==> src/art_pkg.sv <==
// constants, register map and types of the auto-reload timer
package art_pkg;
   // register byte offsets, one 32-bit word each
   localparam logic [7:0] OFF_CTRL   = 8'h00;
   localparam logic [7:0] OFF_CNT_LO = 8'h04;
   localparam logic [7:0] OFF_CNT_HI = 8'h08;
   localparam logic [7:0] OFF_RLD_LO = 8'h0C;
   localparam logic [7:0] OFF_RLD_HI = 8'h10;
   localparam logic [7:0] OFF_STAT   = 8'h14;
   localparam logic [7:0] OFF_MASK   = 8'h18;
   localparam logic [7:0] OFF_CFG    = 8'h1C;
   // timer_control_reg fields
   localparam int CB_HIGH_OVF   = 7;
   localparam int CB_LOW_OVF    = 6;
   localparam int CB_LOW_IRQ_EN = 5;
   localparam int CB_CAPTURE    = 4;
   localparam int CB_SPLIT      = 3;
   localparam int CB_RUN        = 2;
   localparam int CB_SEL_HI     = 1;
   localparam int CB_SEL_LO     = 0;
   // config register: capture trigger source
   localparam int CFB_CAP_CMP   = 0;
   // status and mask layout
   localparam int IB_HIGH       = 0;
   localparam int IB_LOW        = 1;
   localparam int IB_CAPT       = 2;
   localparam int IRQ_W         = 3;
   // reset values and the byte count maximum
   localparam logic [7:0]       CTRL_RST = 8'h00;
   localparam logic [7:0]       BYTE_RST = 8'h00;
   localparam logic [0:0]       CFG_RST  = 1'h0;
   localparam logic [IRQ_W-1:0] IRQ_RST  = 3'h0;
   localparam logic [7:0]       BYTE_MAX = 8'hFF;
   // source dividers
   localparam int SYS_DIV_DEF = 12;
   localparam int EXT_DIV_DEF = 8;
   // count source, gray ordered
   typedef enum logic [1:0] {
      ART_SRC_SYS    = 2'h0,
      ART_SRC_DIV12  = 2'h1,
      ART_SRC_EXT    = 2'h3,
      ART_SRC_CMP    = 2'h2
   } art_src_t;
endpackage

==> src/art_byte_if.sv <==
// control and count of one 8-bit counter byte
`timescale 1ns/100ps
interface art_byte_if;
   logic       inc;
   logic       rld;
   logic       wr;
   logic [7:0] wdata;
   logic [7:0] rval;
   logic [7:0] count;
   modport ctl (output inc, output rld, output wr, output wdata,
                output rval, input count);
   modport cnt (input inc, input rld, input wr, input wdata,
                input rval, output count);
endinterface

==> src/art_timer.sv <==
// auto-reload timer with split and capture modes, APB registers
`timescale 1ns/100ps
module art_timer
   import art_pkg::*;
#(
   parameter int SYS_DIV = SYS_DIV_DEF,
   parameter int EXT_DIV = EXT_DIV_DEF
) (
   // clock and reset
   input  wire logic        pclk,
   input  wire logic        presetn,
   // apb slave
   input  wire logic        psel,
   input  wire logic        penable,
   input  wire logic        pwrite,
   input  wire logic [7:0]  paddr,
   input  wire logic [31:0] pwdata,
   output logic      [31:0] prdata,
   output logic             pready,
   output logic             pslverr,
   // count sources from pins
   input  wire logic        ext_osc,
   input  wire logic        cmp_out,
   // interrupt request
   output logic             irq
);
   if (SYS_DIV < 2 || SYS_DIV > 16 || EXT_DIV < 2 || EXT_DIV > 16) begin
      $error("divider out of range 2..16");
   end

   art_byte_if lo ();
   art_byte_if hi ();

   logic             ext_s;
   logic             cmp_s;
   logic             ext_d;
   logic             cmp_d;
   logic [3:0]       sys_pre;
   logic [3:0]       ext_pre;
   logic [3:0]       next_sys_pre;
   logic [3:0]       next_ext_pre;
   logic [7:0]       ctrl;
   logic [7:0]       rld_lo;
   logic [7:0]       rld_hi;
   logic [0:0]       cfg;
   logic [IRQ_W-1:0] stat;
   logic [IRQ_W-1:0] mask;
   logic [7:0]       next_ctrl;
   logic [7:0]       next_rld_lo;
   logic [7:0]       next_rld_hi;
   logic [0:0]       next_cfg;
   logic [IRQ_W-1:0] next_stat;
   logic [IRQ_W-1:0] next_mask;
   logic             next_irq;
   logic [31:0]      next_prdata;
   logic             next_pready;
   logic             next_pslverr;
   logic             ext_rise;
   logic             cmp_rise;
   logic             ext_tick;
   logic             src_tick;
   logic             run_tick;
   logic             split;
   logic             cap_en;
   logic             lo_ff;
   logic             hi_ff;
   logic             lo_wrap;
   logic             hi_wrap;
   logic             ovf16;
   logic             hi_evt;
   logic             trig;
   logic             acc;
   logic             wr_en;
   logic             rd_en;
   logic             setup;
   logic             mapped;
   art_src_t         sel;

   // pins pass two flops before any use
   art_sync u_ext_sync (
      .pclk    (pclk),
      .presetn (presetn),
      .din     (ext_osc),
      .dout    (ext_s)
   );

   art_sync u_cmp_sync (
      .pclk    (pclk),
      .presetn (presetn),
      .din     (cmp_out),
      .dout    (cmp_s)
   );

   art_byte u_lo (
      .pclk    (pclk),
      .presetn (presetn),
      .bus     (lo.cnt)
   );

   art_byte u_hi (
      .pclk    (pclk),
      .presetn (presetn),
      .bus     (hi.cnt)
   );

   // source selection and prescalers
   assign sel      = art_src_t'(ctrl[CB_SEL_HI:CB_SEL_LO]);
   assign split    = ctrl[CB_SPLIT];
   assign cap_en   = ctrl[CB_CAPTURE];
   assign ext_rise = ext_s & ~ext_d;
   assign cmp_rise = cmp_s & ~cmp_d;
   assign ext_tick = ext_rise && (ext_pre == 4'(EXT_DIV - 1));

   always_comb begin
      next_sys_pre = sys_pre + 4'h1;
      if (sys_pre == 4'(SYS_DIV - 1)) begin
         next_sys_pre = 4'h0;
      end
      next_ext_pre = ext_pre;
      if (ext_rise) begin
         next_ext_pre = ext_tick ? 4'h0 : ext_pre + 4'h1;
      end
      unique case (sel)
         ART_SRC_SYS:    src_tick = 1'b1;
         ART_SRC_DIV12:  src_tick = (sys_pre == 4'(SYS_DIV - 1));
         ART_SRC_EXT:    src_tick = ext_tick;
         ART_SRC_CMP:    src_tick = cmp_rise;
      endcase
   end

   always_ff @(posedge pclk or negedge presetn) begin
      if (!presetn) begin
         ext_d   <= 1'b0;
         cmp_d   <= 1'b0;
         sys_pre <= 4'h0;
         ext_pre <= 4'h0;
      end else begin
         ext_d   <= ext_s;
         cmp_d   <= cmp_s;
         sys_pre <= next_sys_pre;
         ext_pre <= next_ext_pre;
      end
   end

   // counting, wrap and reload
   assign run_tick = ctrl[CB_RUN] & src_tick;
   assign lo_ff    = lo.count == BYTE_MAX;
   assign hi_ff    = hi.count == BYTE_MAX;
   assign lo_wrap  = run_tick & lo_ff;
   assign hi_wrap  = run_tick & hi_ff;
   assign ovf16    = lo_wrap & hi_ff;
   assign hi_evt   = split ? hi_wrap : ovf16;
   // capture trigger: comparator edge or external osc /EXT_DIV
   assign trig     = ctrl[CB_RUN] & cap_en & ~split &
                     (cfg[CFB_CAP_CMP] ? cmp_rise : ext_tick);

   assign lo.inc   = run_tick;
   assign hi.inc   = split ? run_tick : lo_wrap;
   assign lo.rld   = split ? lo_wrap : (ovf16 & ~cap_en);
   assign hi.rld   = split ? hi_wrap : (ovf16 & ~cap_en);
   assign lo.rval  = rld_lo;
   assign hi.rval  = rld_hi;
   assign lo.wr    = wr_en && (paddr == OFF_CNT_LO);
   assign hi.wr    = wr_en && (paddr == OFF_CNT_HI);
   assign lo.wdata = pwdata[7:0];
   assign hi.wdata = pwdata[7:0];

   // apb decode; answer comes in the first access cycle
   assign setup  = psel & ~penable;
   assign acc    = psel & penable & pready;
   assign wr_en  = acc & pwrite;
   assign rd_en  = acc & ~pwrite;
   assign mapped = paddr inside {OFF_CTRL, OFF_CNT_LO, OFF_CNT_HI,
                                 OFF_RLD_LO, OFF_RLD_HI, OFF_STAT,
                                 OFF_MASK, OFF_CFG};

   always_comb begin
      next_pready  = setup;
      next_pslverr = setup & ~mapped;
      next_prdata  = prdata;
      if (setup) begin
         next_prdata = 32'h0000_0000;
         unique case (paddr)
            OFF_CTRL:   next_prdata[7:0] = ctrl;
            OFF_CNT_LO: next_prdata[7:0] = lo.count;
            OFF_CNT_HI: next_prdata[7:0] = hi.count;
            OFF_RLD_LO: next_prdata[7:0] = rld_lo;
            OFF_RLD_HI: next_prdata[7:0] = rld_hi;
            OFF_STAT:   next_prdata[IRQ_W-1:0] = stat;
            OFF_MASK:   next_prdata[IRQ_W-1:0] = mask;
            OFF_CFG:    next_prdata[0:0] = cfg;
            default:    next_prdata = 32'h0000_0000;
         endcase
      end
   end

   // register state; hardware set wins over software clear
   always_comb begin
      next_ctrl   = ctrl;
      next_rld_lo = rld_lo;
      next_rld_hi = rld_hi;
      next_cfg    = cfg;
      next_mask   = mask;
      next_stat   = stat;
      if (wr_en) begin
         unique case (paddr)
            OFF_CTRL:   next_ctrl   = pwdata[7:0];
            OFF_RLD_LO: next_rld_lo = pwdata[7:0];
            OFF_RLD_HI: next_rld_hi = pwdata[7:0];
            OFF_MASK:   next_mask   = pwdata[IRQ_W-1:0];
            OFF_CFG:    next_cfg    = pwdata[0:0];
            default:    next_ctrl   = ctrl;
         endcase
      end
      // read clears only the bits that the read returned
      if (rd_en && paddr == OFF_STAT) begin
         next_stat = stat & ~prdata[IRQ_W-1:0];
      end
      if (trig) begin
         next_rld_lo = lo.count;
         next_rld_hi = hi.count;
      end
      next_ctrl[CB_HIGH_OVF] = next_ctrl[CB_HIGH_OVF] | hi_evt | trig;
      next_ctrl[CB_LOW_OVF]  = next_ctrl[CB_LOW_OVF] | lo_wrap;
      next_stat[IB_HIGH] = next_stat[IB_HIGH] | hi_evt;
      next_stat[IB_LOW]  = next_stat[IB_LOW] | lo_wrap;
      next_stat[IB_CAPT] = next_stat[IB_CAPT] | trig;
      next_irq = (stat[IB_HIGH] & mask[IB_HIGH]) |
                 (stat[IB_LOW] & mask[IB_LOW] & mask[IB_HIGH] &
                  ctrl[CB_LOW_IRQ_EN]) |
                 (stat[IB_CAPT] & mask[IB_CAPT] & mask[IB_HIGH]);
   end

   always_ff @(posedge pclk or negedge presetn) begin
      if (!presetn) begin
         ctrl    <= CTRL_RST;
         rld_lo  <= BYTE_RST;
         rld_hi  <= BYTE_RST;
         cfg     <= CFG_RST;
         mask    <= IRQ_RST;
         stat    <= IRQ_RST;
         irq     <= 1'b0;
         prdata  <= 32'h0000_0000;
         pready  <= 1'b0;
         pslverr <= 1'b0;
      end else begin
         ctrl    <= next_ctrl;
         rld_lo  <= next_rld_lo;
         rld_hi  <= next_rld_hi;
         cfg     <= next_cfg;
         mask    <= next_mask;
         stat    <= next_stat;
         irq     <= next_irq;
         prdata  <= next_prdata;
         pready  <= next_pready;
         pslverr <= next_pslverr;
      end
   end

   // checks
   apb_answer_a: assert property (
      @(posedge pclk) disable iff (!presetn)
      setup |=> pready && (pslverr == !$past(mapped)))
      else $error("apb answer not given in first access cycle");

   count_sixteen_a: assert property (
      @(posedge pclk) disable iff (!presetn)
      !split && run_tick && !lo_ff && !lo.wr && !hi.wr
      |=> lo.count == $past(lo.count) + 8'h01 &&
          hi.count == $past(hi.count))
      else $error("16-bit count did not step the low byte only");

   wrap_reload_a: assert property (
      @(posedge pclk) disable iff (!presetn)
      !split && ovf16 && !cap_en && !lo.wr && !hi.wr
      |=> {hi.count, lo.count} == $past({rld_hi, rld_lo}))
      else $error("16-bit wrap did not reload");

   high_flag_a: assert property (
      @(posedge pclk) disable iff (!presetn)
      !split && ovf16 |=> ctrl[CB_HIGH_OVF] && stat[IB_HIGH])
      else $error("overflow flag not set on 16-bit wrap");

   overflow_irq_a: assert property (
      @(posedge pclk) disable iff (!presetn)
      hi_evt && mask[IB_HIGH] && !(wr_en && paddr == OFF_MASK)
      |=> ##1 irq)
      else $error("overflow did not raise the interrupt");

   low_irq_a: assert property (
      @(posedge pclk) disable iff (!presetn)
      stat[IB_LOW] && !stat[IB_HIGH] && !stat[IB_CAPT] |=>
      irq == $past(mask[IB_LOW] && mask[IB_HIGH] && ctrl[CB_LOW_IRQ_EN]))
      else $error("low wrap interrupt gating wrong");

   split_byte_a: assert property (
      @(posedge pclk) disable iff (!presetn)
      split && lo_wrap && !hi_ff && !lo.wr && !hi.wr
      |=> lo.count == $past(rld_lo) && ctrl[CB_LOW_OVF] &&
          hi.count == $past(hi.count) + 8'h01)
      else $error("split low byte did not reload alone");

   capture_copy_a: assert property (
      @(posedge pclk) disable iff (!presetn)
      trig |=> {rld_hi, rld_lo} == $past({hi.count, lo.count}) &&
               ctrl[CB_HIGH_OVF])
      else $error("capture did not copy the count");

   div_twelve_a: assert property (
      @(posedge pclk) disable iff (!presetn)
      sel == ART_SRC_DIV12 && src_tick && SYS_DIV > 8
      |=> !src_tick [*8])
      else $error("divided source ticks too often");

   cmp_sync_a: assert property (
      @(posedge pclk) disable iff (!presetn)
      sel == ART_SRC_CMP && src_tick
      |-> $past(cmp_out, 2) && !$past(cmp_out, 3))
      else $error("comparator edge not taken after two flops");
endmodule

==> src/art_sync.sv <==
// two flip-flop synchroniser for one pin level
`timescale 1ns/100ps
module art_sync (
   // clock and reset
   input  wire logic pclk,
   input  wire logic presetn,
   // level in and out
   input  wire logic din,
   output logic      dout
);
   logic meta;

   always_ff @(posedge pclk or negedge presetn) begin
      if (!presetn) begin
         meta <= 1'b0;
         dout <= 1'b0;
      end else begin
         meta <= din;
         dout <= meta;
      end
   end
endmodule

==> src/art_byte.sv <==
// one counter byte: software load, reload, increment
`timescale 1ns/100ps
module art_byte
   import art_pkg::*;
(
   // clock and reset
   input  wire logic pclk,
   input  wire logic presetn,
   // control from the timer core
   art_byte_if.cnt   bus
);
   logic [7:0] count;
   logic [7:0] next_count;

   assign bus.count = count;

   // software write wins, then reload, then increment
   always_comb begin
      next_count = count;
      if (bus.wr) begin
         next_count = bus.wdata;
      end else if (bus.rld) begin
         next_count = bus.rval;
      end else if (bus.inc) begin
         next_count = count + 8'h01;
      end
   end

   always_ff @(posedge pclk or negedge presetn) begin
      if (!presetn) begin
         count <= BYTE_RST;
      end else begin
         count <= next_count;
      end
   end

   byte_reload_a: assert property (
      @(posedge pclk) disable iff (!presetn)
      bus.rld && !bus.wr |=> count == $past(bus.rval))
      else $error("byte did not take its reload value");

   byte_incr_a: assert property (
      @(posedge pclk) disable iff (!presetn)
      bus.inc && !bus.rld && !bus.wr |=> count == $past(count) + 8'h01)
      else $error("byte did not advance by one");
endmodule

==> config.mk <==
export PLATFORM = sky130hd
export DESIGN_NAME = art_timer
export DESIGN_NICKNAME = d
export VERILOG_FILES = /design/src/art_pkg.sv /design/src/art_byte_if.sv /design/src/art_timer.sv /design/src/art_sync.sv /design/src/art_byte.sv
export SDC_FILE = /design/constraint.sdc
export NUM_CORES = 1
export LEC_CHECK = 0
export BUFFER_PORTS_ARGS = -buffer_cell sky130_fd_sc_hd__buf_2
export CAP_MARGIN = 20
export CORE_MARGIN = 2
export CORE_UTILIZATION = 56
export DETAILED_ROUTE_END_ITERATION = 8
export PLACE_DENSITY = 0.8
export REMOVE_ABC_BUFFERS = 1
export SETUP_SLACK_MARGIN = 0.05
export SLEW_MARGIN = 20
export SYNTH_ARGS = -nofsm -noshare
export SYNTH_HDL_FRONTEND = slang
export SYNTH_SLANG_ARGS = --single-unit
==> constraint.sdc <==
create_clock -name pclk -period 2.9 [get_ports pclk]
set_clock_uncertainty 0.1 [all_clocks]
set_input_delay 0.145 -clock pclk [delete_from_list [all_inputs] [get_ports pclk]]
set_output_delay 0.145 -clock pclk [all_outputs]
set_load 0.005 [all_outputs]
* Word level (Yosys, flattened, before mapping)
Cells that the tools add are included.
Word-level totals: register bits 72, input port bits 47, logic and storage cells 121
Cells by class: reduce and logical (&&, ||, !) cells 17, add/sub/neg operators 4, equal/unequal tests 14, multiplexer cells 26, bitwise operators 39
Operator list (count):
- 8-bit 2-to-1 mux | 14
- 8-bit by 5-bit equality test with 1-bit output, second input constant | 4
- 5-bit case mux with 5 select lines | 1
- 1-bit bitwise AND | 22
- 8-bit by 1-bit adder with 8-bit output, second input constant | 2
- 8-bit by 4-bit equality test with 1-bit output, second input constant | 2
- 8-bit equality test, second input constant | 2
- 2-bit case mux with 7 select lines | 1
- 2-bit AND reduction | 5
- 4-bit by 1-bit adder with 4-bit output, second input constant | 2
- 8-bit by 3-bit equality test with 1-bit output, second input constant | 1
- 8-bit zero test | 1
- 4-bit 2-to-1 mux | 2
- 1-bit OR | 8
- 1-bit case mux with 8 select lines | 1
- 8-bit nonzero test | 1
- 1-bit NOT | 7
- 2-bit nonzero test | 3
- 3-bit nonzero test | 2
- 1-bit 2-to-1 mux | 5
- 2-bit equality test, second input constant | 2
- 4-bit by 3-bit equality test with 1-bit output, second input constant | 1
- 4-bit equality test, second input constant | 1
- 1-bit logical AND | 4
- other kinds (6) | 6

* Logic depth before layout (Yosys ltp)
Gate-level depths: netlist of run 1.
word-level depth 11, gate-level depth with buffers 7

* By module
Synthesis of run 1 repeated with hierarchy kept, for this count alone.
Unflattened totals: cell total of the unflattened synthesis 401, area, all modules 4339.2 µm²
By module, submodules not included:
- art_timer | instances 1, seq. area each 1301.2 µm², area an instance 3047.9 µm², cells each 257
- art_byte | instances 2, seq. area each 200.2 µm², area an instance 595.6 µm², cells each 70
- art_sync | instances 2, seq. area each 50.0 µm², area an instance 50.0 µm², cells each 2

* Least setup slack after synthesis of run 1
No wires, ideal clock.
path kind flip-flop to flip-flop, start register ext_pre[0], end register u_hi.count[6] (netlist: u_hi.bus.count[6]), data required time 2.674 ns, slack 0.751 ns, path buffers 1, stages on the path, launching flop included 8, data arrival time 1.923 ns, cell sequence dfrtp_1 -> ha_1 -> and3b_1 -> a311o_1 -> and4_1 -> buf_6 -> a21o_1 -> a221o_1
Between the ends: word-level cells in the longest chain between the ends 10, elaborated cells on any way between the ends 13
RTL lines:
- from (decl) | line art_timer.sv:39 | logic [3:0] ext_pre;
- from (signal assigned) | line art_timer.sv:141 | ext_pre <= next_ext_pre;
- 4-bit by 3-bit equality test with 1-bit output * | line art_timer.sv:112 | assign ext_tick = ext_rise && (ext_pre == 4'(EXT_DIV - 1));
- 1-bit logical AND * | line art_timer.sv:112
- 1-bit case mux with 4 select lines * | line art_timer.sv:123 | unique case (sel)
- 1-bit bitwise AND * | line art_timer.sv:146 | assign run_tick = ctrl[CB_RUN] & src_tick;
- 1-bit bitwise AND | line art_timer.sv:149 | assign lo_wrap = run_tick & lo_ff;
- 1-bit bitwise AND | line art_timer.sv:151 | assign ovf16 = lo_wrap & hi_ff;
- 1-bit bitwise AND | line art_timer.sv:160 | assign hi.rld = split ? hi_wrap : (ovf16 & ~cap_en);
- 1-bit 2-to-1 mux | line art_timer.sv:160
- 8-bit 2-to-1 mux | line art_byte.sv:22 | end else if (bus.rld) begin
- 8-bit 2-to-1 mux | line art_byte.sv:20 | if (bus.wr) begin
- to (signal assigned) | line art_byte.sv:33 | count <= next_count;
- to (decl) | line art_byte.sv:12 | logic [7:0] count;
Every way passes the cells marked *; elsewhere a longest branch is shown, timed or not. A chain may end at the register's enable or synchronous reset.

* Worst setup path in the final report of run 1
start register u_lo.count[1] (netlist: u_lo.bus.count[1]), end register u_hi.count[7] (netlist: u_hi.bus.count[7])
Between the ends: word-level cells in the longest chain between the ends 7, elaborated cells on any way between the ends 9
RTL lines:
- from (decl) | line art_byte.sv:12
- from (signal assigned) | line art_byte.sv:33
- 8-bit equality test * | line art_timer.sv:147 | assign lo_ff = lo.count == BYTE_MAX;
- 1-bit bitwise AND * | line art_timer.sv:149
- 1-bit bitwise AND | line art_timer.sv:151
- 1-bit bitwise AND | line art_timer.sv:160
- 1-bit 2-to-1 mux | line art_timer.sv:160
- 8-bit 2-to-1 mux | line art_byte.sv:22
- 8-bit 2-to-1 mux | line art_byte.sv:20
Marks and branches as above.

==> results.cfg, run 1 <==
[outcome]
status = finished clean

[setup_path]
crit_buf_inv = 0
crit_path_max_fanout = 10
cp-end-kind = flop
rrSetupSlack_ns = 0.44
path_delay_family = simple AND/OR/NAND/NOR gates
slowest_delay_ns = 0.44
rr_worst_depth = 6
startpoint_type = flop
worstPathCellList = ha_1 -> nand2_1 -> nor3_4 -> o211ai_1 -> nand2b_1 -> o211ai_1
cpMostUsedCell = o211ai_1
worstPathArrival_ns = 2.64
setup.worst_path.class = reg -> reg
worst_path_max_delay_cell = dfrtp_1
critical_path_depth = 6
reg2reg_to = u_hi.bus.count[7]$_DFFE_PN0P_
cp.required_ns = 3.08
rr_startpoint = u_lo.bus.count[1]$_DFFE_PN0P_

[timing]
layout_min_cycle_time_ns = 2.46
tightest_slew_ns = 0.927
rsz0062_at_grt = no
layout_setup_ws_ns = 0.438
fmax_mhz = 406
setup_tns_ns = 0
slew_violations = 0
final-hold-violation-count = 0
final.period_utilization_pct = 84.9
relSlewSlack_pct = 38.2
setup_viol = 0

[placement]
gp_congestion = 0.932
hpwlAfterDp_mm = 6.89
numPortBuffers = 33
pre_cts_ws_ns = 0.514

[synthesis]
synth.most_common_cell = dfrtp_1
ys_seq_area_share_pct = 43.4
syn-mean-instance-area_um2 = 9.86
synth_area_um2 = 4150
netlist.area_leader.share_pct = 43.4
synth_area_leaders = dfrtp_1 43%, mux2i_1 6.0%, buf_4 4.5%
synth_cell_type_count = 62
synthCells = 421
synthArstFlopShare_pct = 100
synth_top_cell_by_area = dfrtp_1
synth_commonest_cells = 72 x dfrtp_1, 46 x nand2_1, 25 x buf_4, 25 x mux2i_1, 20 x nor2_1
synth_edf_count = 0
synth_ff_type = dfrtp_1
yosysWarnings = 0
synth-seq-cells = 72

[clock_network]
root_buffer = clkbuf_8
clk_pin_slew_ns = 0.08
cts_max_path_buffers = 2
htreeDepth = 3
clk_latency_ns = 0.36
postCtsSetupBuffers = 0
numClockSinks = 72
cts_tree = yes
ctsHoldBuffers = 3
cts_resized = 0
cts_inserted_buffers = 9

[pwr]
p_int_uw = 1630
power_uw = 2170
clkPwrFrac_pct = 42.1
p_sw_share_pct = 25.0
power.density_nw_per_um2 = 478
comb_power_share_pct = 8.2
power_switching_uw = 543
leakage_uw = 0.00211
seq_power_share_pct = 49.7
ir_drop_mv = 0.292

[min_path]
holdPathStages = 2
holdCritPathClass = in -> reg
worst_hold_startpoint = pwdata[5]
whs_endpoint = ctrl[5]$_DFFE_PN0P_

[routing]
drc = 0
drtAntennaViolNets = 0
routed_wl_mm = 10.0
viasPerCell = 6.25
drtIter0Drc = 390
via_count = 3458
drtPass1Iterations = 5
wl_per_cell_um = 18.1

[global_routing]
grt_first_pass_wirelength_mm = 16.7
grt.total_usage_pct = 25.8
grt_max_degree = 73
first_global_vias = 3290
overflow = 0
antenna_found_initial = 0

[die]
dieArea_um2 = 8120
core.rowCount = 31
io_pins = 82
die_w_um = 90.1
die_height_um = 90.1
core_um2 = 7210
initial_core_util_pct = 57.6

[cells_and_area]
drive_gt1_share_pct = 17.6
fin_nets = 500
area_growth_syn_to_layout_pct = 9.37
antenna_cells_inserted = 0

[flow_run]
drv_cap = 0
==> final cells by class <==
cell class | count | area, um2
fillers | 609 | 2670
flip-flops and latches | 72 | 1800
inverters | 6 | 22.5
clock buffers | 10 | 138
well taps | 99 | 124
clock inverters | 6 | 92.6
multi-input cells | 321 | 2150
repair buffers | 39 | 218
==> logic make-up after synthesis <==
kind of cell	Yosys count	share of synthesized area [%]
AND/OR/NAND/NOR	138	18.3
other	1	0.0903
XOR/XNOR	7	1.48
multiplexers	42	10.9
buffers and inverters	51	7.20
AO/OA/AOI/OAI	106	17.5
adder cells (fa/ha/maj)	4	1.21
flip-flops	72	43.4
==> state kept, by name, indices dropped and copies added, names as in the netlist <==
signal / flops
ctrl: 8
hi.rval: 8
lo.rval: 8
prdata: 8
u_hi.bus.count: 8
u_lo.bus.count: 8
ext_pre: 4
sys_pre: 4
mask: 3
stat: 3
cfg: 1
cmp_d: 1
ext_d: 1
irq: 1
pready: 1
pslverr: 1
u_cmp_sync.dout: 1
u_cmp_sync.meta: 1
u_ext_sync.dout: 1
u_ext_sync.meta: 1
==> routing by layer <==
layer / GRT usage, % / vias up / wire length, um
met2: 39.4 / 192 / 4540
met5: 0 / - / 0
met4: 12.7 / 0 / 316
met1: 35.7 / 1679 / 4360
met3: 4.44 / 28 / 795
li1: - / 1559 / -
==> metrics by stage <==
stage / cells / hold slack, ns / area, um2 / utilization, %
global route: 553 / 0.00438 / 4540 / 63.0
CTS: 553 / 0.000147 / 4540 / 63.0
global placement: 534 / 0.155 / 4280 / 59.3
detailed placement: 534 / 0.155 / 4280 / 59.3
floorplan: 399 / -0.251 / 3960 / -
finish: 553 / 0.0132 / 4540 / 63.0
==> worst register-to-register path: cells and delay by family, from the launching register on <==
kind | cells | cell delay (ns)
flops | 1 | 0.44
simple gates | 3 | 0.97
fa+ha+maj | 1 | 0.24
compound gates | 2 | 0.64
==> worst max-delay path by stage <==
| stage | endpoint | slack [ns] | start |
|---|---|---|---|
| 6_report | u_hi.bus.count[7]$_DFFE_PN0P_ | 0.44 | u_lo.bus.count[1]$_DFFE_PN0P_ |
| 2_1_floorplan | hi.rval[0]$_DFFE_PN0P_ | 0.52 | ext_pre[0]$_DFFE_PN0P_ |
| 4_1_cts | u_hi.bus.count[7]$_DFFE_PN0P_ | 0.52 | ext_pre[0]$_DFFE_PN0P_ |
| 3_3_place_gp | u_hi.bus.count[7]$_DFFE_PN0P_ | 0.58 | ext_pre[0]$_DFFE_PN0P_ |
| 5_1_grt | u_hi.bus.count[4]$_DFFE_PN0P_ | 0.34 | ext_pre[0]$_DFFE_PN0P_ |
| 3_5_place_dp | u_hi.bus.count[7]$_DFFE_PN0P_ | 0.51 | ext_pre[0]$_DFFE_PN0P_ |
==> layout by cell type (no fill, tap or decap), types with 7 or more instances in the layout <==
| master | n |
|---|---|
| nand4_1 | 7 |
| mux2_2 | 14 |
| conb_1 | 24 |
| a21o_1 | 8 |
| buf_2 | 33 |
| nor2_1 | 20 |
| o21ai_0 | 18 |
| a21oi_1 | 19 |
| clkbuf_8 | 10 |
| dfrtp_1 | 72 |
| mux2i_1 | 25 |
| nand2_1 | 46 |
| and3_1 | 12 |
| nor3_1 | 7 |
| o21ai_1 | 11 |
| nand3_1 | 9 |
==> power by group through the flow <==
stage | logic [uW] | registers (uW) | clock network, uW
6_report | 179 | 1080 | 914
2_1_floorplan | 96.8 | 1090 | 0
3_5_place_dp | 177 | 1100 | 0
4_1_cts | 179 | 1080 | 924
5_1_grt | 204 | 1090 | 977
3_3_place_gp | 168 | 1100 | 0
No activity file was read; power rests on OpenSTA's default activity.
==> inputs of run 2 (changes only) <==
- ABC_AREA: not set -> 1
- CORE_UTILIZATION: 56 -> 51
- PLACE_DENSITY: 0.8 -> 0.76
- clock period: 2.9 -> 2.05 ns (I/O delays scaled with it)
==> results.cfg, run 2 <==
[outcome]
status = finished clean

[setup_path]
cp.required_ns = 2.20
rr_worst_depth = 10
cp-end-kind = flop
crit_path_max_fanout = 7
rrSetupSlack_ns = 0.13
worstPathArrival_ns = 2.07
setup.worst_path.start = sys_pre[0]$_DFF_PN0_
reg2reg_to = u_hi.bus.count[6]$_DFFE_PN0P_
crit_end = u_hi.bus.count[6]$_DFFE_PN0P_
setup.worst_path.class = reg -> reg
rr_startpoint = sys_pre[0]$_DFF_PN0_
startpoint_type = flop

[synthesis]
synth_commonest_cells = 146 x nand2_1, 77 x inv_1, 72 x dfrtp_1, 54 x nand3_1, 28 x nor2_1
synthArstFlopShare_pct = 100
ys_seq_area_share_pct = 40.4
synth_ff_type = dfrtp_1
synth_top_family_by_area = simple AND/OR/NAND/NOR gates
synthSimpleGateAreaFrac_pct = 30.7
syn-mean-instance-area_um2 = 7.83
synthAdderAreaFrac_pct = 1.12
synth-seq-cells = 72
synth_top_cell_by_area = dfrtp_1
synth_area_um2 = 4460
synth_edf_count = 0
synth_area_leaders = dfrtp_1 40%, nand2_1 12%, inv_1 6.5%
synth.area.mux_share_pct = 0
synthCells = 569
synth-compound-area-share_pct = 13.0
yosysWarnings = 0
netlist.area_leader.share_pct = 40.4
synth_cell_type_count = 39
synth.most_common_cell = nand2_1
synth_xor_area_share_pct = 1.97

[routing]
routed_wl_mm = 11.5
drtAntennaViolNets = 0
viasPerCell = 5.35
drtIter0Drc = 320
drc = 0
via_count = 4023
wl_per_cell_um = 15.3
drtPass1Iterations = 5

[cells_and_area]
drive_gt1_share_pct = 19.4
most-common-layout-cells = 146 x nand2_1, 77 x inv_1, 71 x dfrtp_1
area_growth_syn_to_layout_pct = 15.8
antenna_cells_inserted = 0
final_common_cell = nand2_1
fin_nets = 690
final_cell_area_um2 = 5160
fin_util_pct = 60.0
nFillCells = 811

[placement]
placed_area_um2 = 4720
hpwlAfterDp_mm = 8.59
numPortBuffers = 33
gp_congestion = 0.952

[global_routing]
grt_first_pass_wirelength_mm = 18.7
first_global_vias = 3854
antenna_found_initial = 0
grt.total_usage_pct = 24.5
grt_max_degree = 73
overflow = 0

[clock_network]
htreeDepth = 3
cts_tree = yes
clk_pin_slew_ns = 0.08
numClockSinks = 72
cts_max_path_buffers = 2
cts_inserted_buffers = 9
clk_latency_ns = 0.36
root_buffer = clkbuf_8

[min_path]
holdCritPathClass = in -> reg
holdPathStages = 4

[pwr]
power.density_nw_per_um2 = 577
ir_drop_mv = 0.278
leakage_uw = 0.00273
power_uw = 2980

[flow_run]
drv_cap = 0

[timing]
setup_tns_ns = 0
final.period_utilization_pct = 93.6
fmax_mhz = 521
layout_min_cycle_time_ns = 1.92
setup_viol = 0
final-hold-violation-count = 0
slew_violations = 0
rsz0062_at_grt = yes

[die]
initial_core_util_pct = 51.9
core.rowCount = 34
io_pins = 82
die_w_um = 97.5
dieArea_um2 = 9500
core_um2 = 8590
die_height_um = 97.5
run 2: cell count changes in the layout (fill, tap and decap cells not counted), moves of 13 or more:
cell     change
mux2i_1     -25
nand2_1    +100
buf_4       +13
inv_1       +71
mux2_2      -14
nand3_1     +45
run 2: how the worst min path moves through the flow:
stage                     startpoint                      to  slack (ns)
final                           psel        pready$_DFF_PN0_        0.05
after global routing            psel        pready$_DFF_PN0_        0.06
after CTS                       psel        pready$_DFF_PN0_        0.04
after detailed placement     presetn    sys_pre[1]$_DFF_PN0_        0.06
after global placement       presetn  ext_pre[2]$_DFFE_PN0P_        0.06
after floorplan              presetn         cfg$_DFFE_PN0P_       -0.29
run 2: where the power goes:
group          internal (uW)  total [uW]  switching, uW
sequential              1480        1520           44.5
clock                    572        1170            596
combinational            107         285            178
run 2: cell families after synthesis:
group / count (synthesis)
other cells: 1
xor+xnor: 10
simple gates: 273
flops: 72
fa+ha+maj: 4
compound gates: 87
buf+inv: 122
run 2: final cells by class:
class | instances | area [um2] | share of cell area, %
well taps | 108 | 135 | 2.62
multi-input cells | 400 | 2210 | 42.7
clock inverters | 7 | 78.8 | 1.53
inverters | 90 | 338 | 6.55
flip-flops and latches | 72 | 1800 | 34.9
repair buffers | 66 | 475 | 9.21
clock buffers | 9 | 124 | 2.40
run 2: routing by layer:
metal  routed length [um]  up-vias  global-route usage [%]
met5                    0        -                       0
met4                  136        0                    7.26
met3                  591       15                    4.60
met2                 5590      128                    39.7
met1                 5170     1930                    33.6
li1                     -     1950                       -
run 2: worst max-delay path, stage by stage (launching register included):
cell	delay (ns)
dfrtp_1	0.40
ha_1	0.23
nand2_1	0.11
nor2_2	0.06
a21oi_4	0.19
nand2_4	0.15
buf_4	0.17
nand4_2	0.13
nand3_1	0.10
nand3_1	0.10
nand2_1	0.06
run 2: stage by stage:
| step | hold WS [ns] | setup slack (ns) | instances |
|---|---|---|---|
| after floorplan | -0.293 | 0.264 | 560 |
| final | 0.0544 | 0.132 | 752 |
| after CTS | 0.0405 | 0.0827 | 743 |
| after global placement | 0.0616 | 0.190 | 712 |
| after global routing | 0.0583 | 0.0395 | 752 |
| after detailed placement | 0.0603 | 0.111 | 712 |
run 2: what timing repair did:
| item | in CTS | in global routing |
|---|---|---|
| resized for setup | 0 | 4 |
| setup endpoints to repair | 0 | 15 |
| endpoints found under the hold margin | 97 | 0 |
| setup buffers | 0 | 7 |
| hold buffers | 15 | 0 |
